File: config.mk
export PLATFORM = sky130hd
export DESIGN_NAME = ptsi_top
export DESIGN_NICKNAME = d
export VERILOG_FILES = /design/src/rtl/ptsi_pkg.sv /design/src/rtl/ptsi_claim_if.sv /design/src/rtl/ptsi_top.sv /design/src/rtl/ptsi_win_decode.sv
export SDC_FILE = /design/constraint.sdc
export NUM_CORES = 1
export LEC_CHECK = 0
export BUFFER_PORTS_ARGS = -buffer_cell sky130_fd_sc_hd__buf_2
export CAP_MARGIN = 0
export CORE_MARGIN = 2
export CORE_UTILIZATION = 36
export DETAILED_ROUTE_END_ITERATION = 6
export HOLD_SLACK_MARGIN = 0.02
export PLACE_DENSITY = 0.74
export SLEW_MARGIN = 10
export SYNTH_ARGS = -nofsm -noshare
export SYNTH_HDL_FRONTEND = slang
export SYNTH_SLANG_ARGS = --single-unit
File: constraint.sdc
create_clock -name clk_sys_i -period 1.41 [get_ports clk_sys_i]
set_input_delay 0.0705 -clock clk_sys_i [delete_from_list [all_inputs] [get_ports clk_sys_i]]
set_output_delay 0.0705 -clock clk_sys_i [all_outputs]
set_load 0.02 [all_outputs]
File: src/rtl/ptsi_pkg.sv
// Package of constants for the target status and interrupt block
package ptsi_pkg;
  // ----------------------------------------------------------------
  // Status bus layout
  // ----------------------------------------------------------------
  localparam int unsigned STATUS_W      = 12;
  localparam int unsigned NUM_WIN       = 6;
  localparam int unsigned BIT_WIN_LO    = 0;
  localparam int unsigned BIT_ROM_HIT   = 6;
  localparam int unsigned BIT_WIDE      = 7;
  localparam int unsigned BIT_ACCESS    = 8;
  localparam int unsigned BIT_BURST     = 9;
  localparam int unsigned BIT_XFER      = 10;
  localparam int unsigned BIT_DUAL_ADDR = 11;
  // Command register bit that masks the interrupt
  localparam int unsigned CMD_INT_DIS   = 10;
  localparam int unsigned CMD_W         = 16;
  // Window pairing modes
  typedef enum logic [1:0]
  {
    PTSI_PAIR_NONE = 2'b00,
    PTSI_PAIR_01   = 2'b01,
    PTSI_PAIR_12   = 2'b10
  } ptsi_pair_t;
  // Reset values
  localparam logic [STATUS_W-1:0] STATUS_RST = 12'h000;
  localparam logic                INTA_RST_N = 1'b1;
endpackage

File: src/rtl/ptsi_claim_if.sv
// Interface carrying claim information between status block modules
`timescale 1ns/1ps
interface ptsi_claim_if;
  import ptsi_pkg::*;
  logic [NUM_WIN-1:0] win_match;
  ptsi_pair_t         pair_mode;
  logic [NUM_WIN-1:0] win_hit;
  modport decoder (input win_match, input pair_mode, output win_hit);
  modport user    (output win_match, output pair_mode, input win_hit);
endinterface

File: src/rtl/ptsi_top.sv
// Target transaction status bus and local interrupt forwarding
//
// Contract
// - Interrupt line active while local request low and interrupt-disable bit clear.
// - Status bits 5..0 flag the claimed base address window.
// - Windows 0 and 1 paired as 64-bit: both hit bits assert together.
// - Windows 1 and 2 paired as 64-bit: both hit bits assert together.
// - Status bit 6 flags an expansion ROM address match.
// - Wide variants: bit 7 high while the transaction is 64 bits wide.
// - 32-bit-only variants: bit 7 reserved, held low.
// - Status bit 8 high for the whole target access.
// - Status bit 9 marks burst: frame and irdy active in first data phase.
// - Status bit 10 pulses one cycle after each PCI-side data transfer of a claimed access.
// - Status bit 11 high while transaction used a dual address cycle.
`timescale 1ns/1ps
module ptsi_top
  import ptsi_pkg::*;
#(
  parameter bit WIDE_BUS = 1'b1
)
(
  input  wire logic                       clk_sys_i,
  input  wire logic                       reset_n_i,
  input  wire logic                       claim_start_i,
  input  wire logic                       access_end_i,
  input  wire logic [ptsi_pkg::NUM_WIN-1:0] win_match_i,
  input  wire ptsi_pkg::ptsi_pair_t       pair_mode_i,
  input  wire logic                       rom_match_i,
  input  wire logic                       wide_ack_i,
  input  wire logic                       dual_addr_i,
  input  wire logic                       frame_n_i,
  input  wire logic                       irdy_n_i,
  input  wire logic                       trdy_n_i,
  input  wire logic                       local_irq_n_i,
  input  wire logic [ptsi_pkg::CMD_W-1:0] command_i,
  output logic [ptsi_pkg::STATUS_W-1:0]   target_status_bus_o,
  output logic                            inta_n_o
);
  import ptsi_pkg::*;

  // ------------------------------------------------------------
  // Window decode
  // ------------------------------------------------------------
  ptsi_claim_if claim ();

  assign claim.win_match = win_match_i;
  assign claim.pair_mode = pair_mode_i;

  ptsi_win_decode u_dec
  (
    .claim (claim)
  );

  // ------------------------------------------------------------
  // Transaction state
  // ------------------------------------------------------------
  typedef enum logic [1:0]
  {
    PTSI_IDLE  = 2'b00,
    PTSI_FIRST = 2'b01,
    PTSI_DATA  = 2'b10
  } ptsi_state_t;

  ptsi_state_t               state_r;
  ptsi_state_t               state_nxt;
  logic                      busy;
  logic                      xfer;
  logic                      claim_take;
  logic                      end_take;

  // Transfer completes when both ready strobes are low
  assign xfer       = ~irdy_n_i & ~trdy_n_i;
  assign busy       = (state_r != PTSI_IDLE);
  // Claims while busy and ends while idle are refused
  assign claim_take = ~busy & claim_start_i;
  assign end_take   = busy & access_end_i;

  always_comb
  begin
    state_nxt = state_r;
    unique case (state_r)
      PTSI_IDLE:
      begin
        if (claim_start_i)
        begin
          state_nxt = PTSI_FIRST;
        end
      end
      PTSI_FIRST:
      begin
        if (access_end_i)
        begin
          state_nxt = PTSI_IDLE;
        end
        else if (xfer)
        begin
          state_nxt = PTSI_DATA;
        end
      end
      PTSI_DATA:
      begin
        if (access_end_i)
        begin
          state_nxt = PTSI_IDLE;
        end
      end
      default:
      begin
        state_nxt = PTSI_IDLE;
      end
    endcase
  end

  always_ff @(posedge clk_sys_i)
  begin
    if (!reset_n_i)
    begin
      state_r <= PTSI_IDLE;
    end
    else
    begin
      state_r <= state_nxt;
    end
  end

  // ------------------------------------------------------------
  // Claim bits: captured with the claim, cleared at the end
  // ------------------------------------------------------------
  logic [STATUS_W-1:0]       claim_r;
  logic [STATUS_W-1:0]       claim_nxt;

  always_comb
  begin
    claim_nxt = claim_r;
    if (claim_take)
    begin
      claim_nxt                       = STATUS_RST;
      claim_nxt[NUM_WIN-1:BIT_WIN_LO] = claim.win_hit;
      claim_nxt[BIT_ROM_HIT]          = rom_match_i;
      // Narrow variants leave the width bit reserved at zero
      claim_nxt[BIT_WIDE]             = WIDE_BUS & wide_ack_i;
      claim_nxt[BIT_ACCESS]           = 1'b1;
      claim_nxt[BIT_DUAL_ADDR]        = dual_addr_i;
    end
    else if (end_take | ~busy)
    begin
      // Nothing survives the end, so local logic sees no stale claim
      claim_nxt = STATUS_RST;
    end
  end

  always_ff @(posedge clk_sys_i)
  begin
    if (!reset_n_i)
    begin
      claim_r <= STATUS_RST;
    end
    else
    begin
      claim_r <= claim_nxt;
    end
  end

  // ------------------------------------------------------------
  // Burst flag
  // ------------------------------------------------------------
  logic                      burst_r;
  logic                      burst_nxt;

  always_comb
  begin
    burst_nxt = burst_r;
    if (~busy | end_take)
    begin
      burst_nxt = 1'b0;
    end
    else if ((state_r == PTSI_FIRST) & ~irdy_n_i)
    begin
      // Frame still low with irdy in the first data phase: more phases follow
      burst_nxt = ~frame_n_i;
    end
  end

  always_ff @(posedge clk_sys_i)
  begin
    if (!reset_n_i)
    begin
      burst_r <= STATUS_RST[BIT_BURST];
    end
    else
    begin
      burst_r <= burst_nxt;
    end
  end

  // ------------------------------------------------------------
  // Transfer pulse
  // ------------------------------------------------------------
  logic                      xfer_r;
  logic                      xfer_nxt;

  always_comb
  begin
    // Only transfers of a claimed access count, the ending cycle included
    xfer_nxt = busy & xfer;
  end

  always_ff @(posedge clk_sys_i)
  begin
    if (!reset_n_i)
    begin
      xfer_r <= STATUS_RST[BIT_XFER];
    end
    else
    begin
      xfer_r <= xfer_nxt;
    end
  end

  // ------------------------------------------------------------
  // Interrupt forwarding
  // ------------------------------------------------------------
  logic                      inta_n_r;
  logic                      inta_n_nxt;

  always_comb
  begin
    // Registered, so the line trails the request by one clock
    inta_n_nxt = ~(~local_irq_n_i & ~command_i[CMD_INT_DIS]);
  end

  always_ff @(posedge clk_sys_i)
  begin
    if (!reset_n_i)
    begin
      inta_n_r <= INTA_RST_N;
    end
    else
    begin
      inta_n_r <= inta_n_nxt;
    end
  end

  // ------------------------------------------------------------
  // Outputs: each status bit is a flop of its own group
  // ------------------------------------------------------------
  logic [STATUS_W-1:0]       status_out;

  always_comb
  begin
    status_out            = claim_r;
    status_out[BIT_BURST] = burst_r;
    status_out[BIT_XFER]  = xfer_r;
  end

  assign target_status_bus_o = status_out;
  assign inta_n_o            = inta_n_r;
endmodule

File: src/rtl/ptsi_win_decode.sv
// Window hit decoder with 64-bit pairing
`timescale 1ns/1ps
module ptsi_win_decode
  import ptsi_pkg::*;
(
  ptsi_claim_if.decoder claim
);
  always_comb
  begin
    claim.win_hit = claim.win_match;
    unique case (claim.pair_mode)
      PTSI_PAIR_01:
      begin
        // A paired window hits on either half; report both bits
        claim.win_hit[0] = claim.win_match[0] | claim.win_match[1];
        claim.win_hit[1] = claim.win_match[0] | claim.win_match[1];
      end
      PTSI_PAIR_12:
      begin
        claim.win_hit[1] = claim.win_match[1] | claim.win_match[2];
        claim.win_hit[2] = claim.win_match[1] | claim.win_match[2];
      end
      PTSI_PAIR_NONE:
      begin
        claim.win_hit = claim.win_match;
      end
      default:
      begin
        claim.win_hit = claim.win_match;
      end
    endcase
  end
endmodule

Word-level counts from Yosys, hierarchy flattened
Index checks and enable logic that the tools add are counted.
Widths: inputs -> output; s select.

word-level totals
  flip-flop bits (word level) = 15
  output and inout bits = 13

operators by class
  muxes and demuxes = 10
  equal/unequal tests = 7
  reduce and logical (&&, ||, !) cells = 5
  bitwise gates (word level) = 17

operators with widths
  cell                number
  $mux 12             2
  $mux 2              4
  $not 1->1           8
  $and 1x1->1         6
  $pmux 2 s3          1
  $eq 2x1->1 const B  2
  $eq 2x2->1 const B  2
  $ne 2x2->1 const B  2
  $reduce_bool 2->1   2
  $ne 3x3->1 const B  1
  $or 1x1->1          3
  $reduce_and 3->1    1
  $logic_not 2->1     1
  $mux 1              2
  $pmux 1 s2          1
  $reduce_or 2->1     1

Longest topological paths before layout
  word-level depth = 5
  gate-level depth with buffers = 5
  depth with buffers taken out = 5

Cells and area by module
Synthesis repeated with hierarchy kept, for this count alone.

second synthesis, totals
  cells, all modules = 61
  area total of the unflattened synthesis = 638.1 µm²

by module, submodules not included
  module           area an instance (µm²)  cells each  sequential area each (µm²)  instances
  ptsi_top         540.5                   46          300.3                       1
  ptsi_win_decode  97.6                    15          0.0                         1

Worst setup path before layout
OpenSTA, ideal clock, no wires.

  path type = flip-flop to flip-flop
  from = reg state_r[1]
  to = reg claim_r[11]
  path buffers = 1
  arrival = 966 ps
  setup slack = 328 ps
  setup time = 117 ps
  stages on the path, launching flop included = 5
  cell sequence = dfxtp_1 nor2_2 and3_1 buf_6 a22o_1

between the ends
  word-level cells in the longest chain between the ends = 4

RTL lines
  item                                                                  line                                             source
  start: declaration                                                    ptsi_top.sv:64                                   ptsi_state_t state_r;
  start signal: assignment                                              ptsi_top.sv:122                                  state_r <= state_nxt;
  $reduce_bool 2->1 (*)                                                 ptsi_top.sv:73                                   assign busy = (state_r != PTSI_IDLE);
  $and 1x1->1 / $not 1->1 (equally long branches)                       ptsi_top.sv:76, ptsi_top.sv:75, ptsi_top.sv:145
  $or 1x1->1 / $and 1x1->1 (equally long branches)                      ptsi_top.sv:145, ptsi_top.sv:75
  $reduce_bool 2->1 (no source line) / $mux 12 (equally long branches)  n/a
  end signal: assignment                                                ptsi_top.sv:160                                  claim_r <= claim_nxt;
  end: declaration                                                      ptsi_top.sv:129                                  logic [STATUS_W-1:0] claim_r;

Mark *: on every way between the ends. The rest lies on a longest branch, timed or not.
A chain may end at the register's enable or synchronous reset.

Worst setup path in the final report
  from = in local_irq_n_i
  to = reg inta_n_r (netlist: inta_n_o)

between the ends
  word-level cells in the longest chain between the ends = 3

RTL lines
  item                    line             source
  start: declaration      ptsi_top.sv:34   input wire logic local_irq_n_i,
  $not 1->1               ptsi_top.sv:229  inta_n_nxt = ~(~local_irq_n_i & ~command_i[CMD_INT_DIS]);
  $and 1x1->1             ptsi_top.sv:229
  $not 1->1               ptsi_top.sv:229
  end signal: assignment  ptsi_top.sv:240  inta_n_r <= inta_n_nxt;
  end: declaration        ptsi_top.sv:223  logic inta_n_r;

No other way between the ends.

==> results_tabular.tex <==
\begin{tabular}{lr}
\hline
Metric & Value \\
\hline
\multicolumn{2}{l}{\textbf{Min path}} \\
\quad Min-delay worst type & input pin to register \\
\quad Cells on Worst Hold Path & 2 \\
\quad Hold wc startpoint & win\_match\_i[4] \\
\quad End point of the most critical hold path & claim\_r[4] \\
\multicolumn{2}{l}{\textbf{Power and ir drop}} \\
\quad Pint & 627 uW \\
\quad Clock group share of total power & 0.282 \\
\quad Leakage power summed over all cells & 0.000435 uW \\
\quad Cell Pwr Density & 954 mW/mm\^{}2 \\
\quad Peak supply drop & 0.594 mV \\
\quad Combinational power share & 0.176 \\
\quad Switching power total & 210 uW \\
\quad Share of total power consumed by net switching & 0.250 \\
\quad Relative contribution of sequential cells to total power & 0.543 \\
\multicolumn{2}{l}{\textbf{STA}} \\
\quad Unrepaired setup endpoints after global routing & false \\
\quad Final Setup Violations & 0 \\
\quad Endpoints failing hold & 0 \\
\quad Relative slew slack & 0.727 \\
\quad Final critical-path share of the clock period & 0.915 \\
\quad Post-route minimum period & 1.29 ns \\
\quad Max Fclk & 775 MHz \\
\quad Slew at the pin closest to its max-slew limit & 0.409 ns \\
\quad Slew Limit Fails & 0 \\
\quad Total Neg Setup Slack & 0 ns \\
\quad Worst clock skew & 0.00522 ns \\
\multicolumn{2}{l}{\textbf{Cells and area}} \\
\quad Utilization after layout & 0.569 \\
\quad Proportion of layout cells with a drive suffix above 1 & 0.394 \\
\quad Area Growth Syn to Fin & 44.5\% \\
\quad Number of nets in the final layout & 137 \\
\quad Antenna cells & 0 \\
\multicolumn{2}{l}{\textbf{Floorplan}} \\
\quad Die boundary height & 45.1 um \\
\quad Area of the die & 0.00203 mm\^{}2 \\
\quad Core ar. & 0.00154 mm\^{}2 \\
\quad Cell Rows & 14 \\
\quad Initial standard-cell utilization of the core & 0.394 \\
\quad Die span in x & 45.1 um \\
\quad Io pins & 48 \\
\multicolumn{2}{l}{\textbf{Setup path}} \\
\quad Launch point of the worst reg-to-reg path & state\_r[1] \\
\quad Worst reg2reg path endpoint & claim\_r[4] \\
\quad Category of the most critical setup path & input pin to register \\
\quad List of cells traversed by the critical path & dlygate4sd3\_1, buf\_2, nor2\_1, dlygate4sd3\_1, nand2\_1 \\
\quad Launching element type of the critical path & input pin \\
\quad Worst reg-to-reg path cell count & 3 \\
\quad Critical path required time & 1.58 ns \\
\quad Maximum fanout encountered on the critical timing path & 1 \\
\quad CP startpoint & local\_irq\_n\_i \\
\quad Crit path capture type & register \\
\quad Biggest cell delay along the critical path & 0.58 ns \\
\quad Most prevalent standard cell on the critical path & sky130\_fd\_sc\_hd\_\_dlygate4sd3\_1 \\
\quad Worst reg-to-reg setup slack & 0.21 ns \\
\quad Arrival @ worst endpoint & 1.46 ns \\
\quad Critical path's slowest cell & sky130\_fd\_sc\_hd\_\_dlygate4sd3\_1 \\
\multicolumn{2}{l}{\textbf{Synthesis}} \\
\quad Mean Syn Cell Area & 10.6 um\^{}2 \\
\quad Synth Cell Area & 607 um\^{}2 \\
\quad Number of register bits inferred by synthesis & 15 \\
\quad Most numerous cell types in the synthesized netlist & sky130\_fd\_sc\_hd\_\_dfxtp\_1, sky130\_fd\_sc\_hd\_\_a22o\_1 \\
\quad Post-synth top area share & 0.495 \\
\quad Synth warn & 0 \\
\quad Top cells by area, synth & sky130\_fd\_sc\_hd\_\_dfxtp\_1, sky130\_fd\_sc\_hd\_\_a22o\_1, sky130\_fd\_sc\_hd\_\_ha\_1, sky130\_fd\_sc\_hd\_\_nand2b\_1, sky130\_fd\_sc\_hd\_\_and3b\_1 \\
\quad Async SR Flop Fraction & 0 \\
\quad Number of cells produced by synthesis & 57 \\
\quad Most frequent cell after synthesis & sky130\_fd\_sc\_hd\_\_dfxtp\_1 \\
\quad Part of the Yosys area used for sequential elements & 0.495 \\
\quad Biggest area consumer among synthesized cells & sky130\_fd\_sc\_hd\_\_dfxtp\_1 \\
\quad Post-Synthesis Net Count & 94 \\
\quad Most used flip-flop cell after synthesis & sky130\_fd\_sc\_hd\_\_dfxtp\_1 \\
\quad Post-synthesis cell type count & 24 \\
\quad Number of synthesized flops with an enable pin & 0 \\
\multicolumn{2}{l}{\textbf{Routing}} \\
\quad Met2 wire length & 646 um \\
\quad Met1 Routed Length & 542 um \\
\quad DRT Wirelength & 1.31 mm \\
\quad Residual DRC count & 0 \\
\quad Post-detailed-route wirelength per cell & 11.4 um \\
\quad Amount of wire on met3 after detailed routing & 118 um \\
\quad Vias & 574 \\
\quad Via-per-instance ratio & 4.99 \\
\quad First-pass iteration count of the detailed router & 4 \\
\quad Starting DRC count in detailed routing & 1 \\
\quad Antenna viol nets, final & 0 \\
\quad Top routing layer used & met4 \\
\multicolumn{2}{l}{\textbf{GRT}} \\
\quad Maximum number of pins on one net before global-route repair & 11 \\
\quad Number of antenna violations at the first check in global routing & 0 \\
\quad Overall overflow remaining after global route & 0 \\
\quad First-pass GRT wire length & 2.05 mm \\
\quad Total routing resource utilization after global routing & 0.138 \\
\quad Via count of the first global-routing pass & 542 \\
\multicolumn{2}{l}{\textbf{Clocking}} \\
\quad Post\_cts resized & 0 \\
\quad Clock tree from TritonCTS & built \\
\quad Clock transition at path regs & 0.08 ns \\
\quad Num CTS Buffers & 3 \\
\quad CTS HTree Levels & 1 \\
\quad CTS sink cnt & 15 \\
\quad Library cell used as clock root buffer & sky130\_fd\_sc\_hd\_\_clkbuf\_4 \\
\quad Clock latency on the worst-skew pair & 0.27 ns \\
\quad Buffers from clock root to sink, at most & 2 \\
\multicolumn{2}{l}{\textbf{Run status}} \\
\quad Run status & complete, no violations \\
\multicolumn{2}{l}{\textbf{Place}} \\
\quad Number of buffers inserted by port buffering & 32 \\
\quad Detailed placer's ending HPWL & 966 um \\
\quad GP Congestion & 0.724 \\
\multicolumn{2}{l}{\textbf{Run}} \\
\quad Maximum capacitance violations & 0 \\
\hline
\end{tabular}
## cells by family after synthesis
| group | Yosys count | synth area share |
|---|---|---|
| AND/OR/NAND/NOR | 17 | 0.175 |
| flip-flops | 15 | 0.495 |
| AO/OA/AOI/OAI | 17 | 0.227 |
| buffers and inverters | 6 | 0.0618 |
| adder cells (fa/ha/maj) | 2 | 0.0412 |
## sequential cells by signal (all words and copies together) (netlist names)
| name | count |
|---|---|
| state_r | 2 |
| inta_n_o | 1 |
| xfer_r | 1 |
| burst_r | 1 |
| claim_r | 10 |
## final cells by class
| type | instances | area [um^2] |
|---|---|---|
| Fill cell | 142 | 664 |
| Sequential cell | 15 | 300 |
| Timing Repair Buffer | 41 | 250 |
| Multi-Input combinational cell | 36 | 269 |
| Inverter | 3 | 11.3 |
| Clock buffer | 4 | 26.3 |
| Tap cell | 16 | 20.0 |
## cell usage in the layout, fill, tap and decap left out, types with 2 or more instances in the layout
master                          netlist  final
sky130_fd_sc_hd__buf_2                0     32
sky130_fd_sc_hd__dfxtp_1             15     15
sky130_fd_sc_hd__dlygate4sd3_1        0      9
sky130_fd_sc_hd__a22o_1               6      6
sky130_fd_sc_hd__inv_1                3      3
sky130_fd_sc_hd__nor2_1               3      3
sky130_fd_sc_hd__nand2b_1             3      3
sky130_fd_sc_hd__a21oi_1              3      3
sky130_fd_sc_hd__clkbuf_4             0      3
sky130_fd_sc_hd__and3b_1              2      2
sky130_fd_sc_hd__nor2_2               2      2
sky130_fd_sc_hd__nand2_1              2      2
sky130_fd_sc_hd__o2bb2ai_1            2      2
sky130_fd_sc_hd__ha_1                 2      2
## worst max-delay path, delay by kind of cell
kind	cells	cell delay, ns
buffers and inverters	3	1.24
AND/OR/NAND/NOR	2	0.15
## through the flow
step           worst slack (ns)  power [uW]  cell area [um^2]  instances  hold WS, ns
6_report                  0.120         836               877        115       0.0406
5_1_grt                   0.101         881               877        115       0.0283
4_1_cts                   0.189         842               877        115       0.0354
3_5_place_dp              0.229         591               761        102        0.261
3_3_place_gp              0.229         588               761        102        0.261
2_1_floorplan             0.328         539               607         57        0.132
## how the worst max path moves through the flow
| stage | endpoint | slack [ns] | cells after the start |
|---|---|---|---|
| 2_1_floorplan | claim_r[11] | 0.33 | 4 |
| 3_3_place_gp | claim_r[1] | 0.23 | 3 |
| 3_5_place_dp | claim_r[1] | 0.23 | 3 |
| 4_1_cts | claim_r[4] | 0.19 | 5 |
| 5_1_grt | claim_r[4] | 0.10 | 5 |
| 6_report | inta_n_o | 0.12 | 5 |
## what timing repair did
| item | 4_1_cts | 5_1_grt |
|---|---|---|
| hold buffers | 9 | 0 |
| buffers inserted | 0 | 0 |
| setup endpoints to repair | 0 | 0 |
| endpoints found under the hold margin | 7 | 0 |
## routing by layer
metal  vias up  track usage
li1        290            -
met1       259        0.127
met2        23        0.274
met3         2       0.0680
met4         0       0.0176
met5         -            0
## power by group through the flow
stage                     logic (uW)  clock network (uW)  registers (uW)
after floorplan                 55.8                   0             483
after global placement           124                   0             463
after CTS                        147                 241             454
after global routing             161                 264             456
final                            147                 236             454
after detailed placement         127                   0             464
Power figures use the tool's default switching activity.
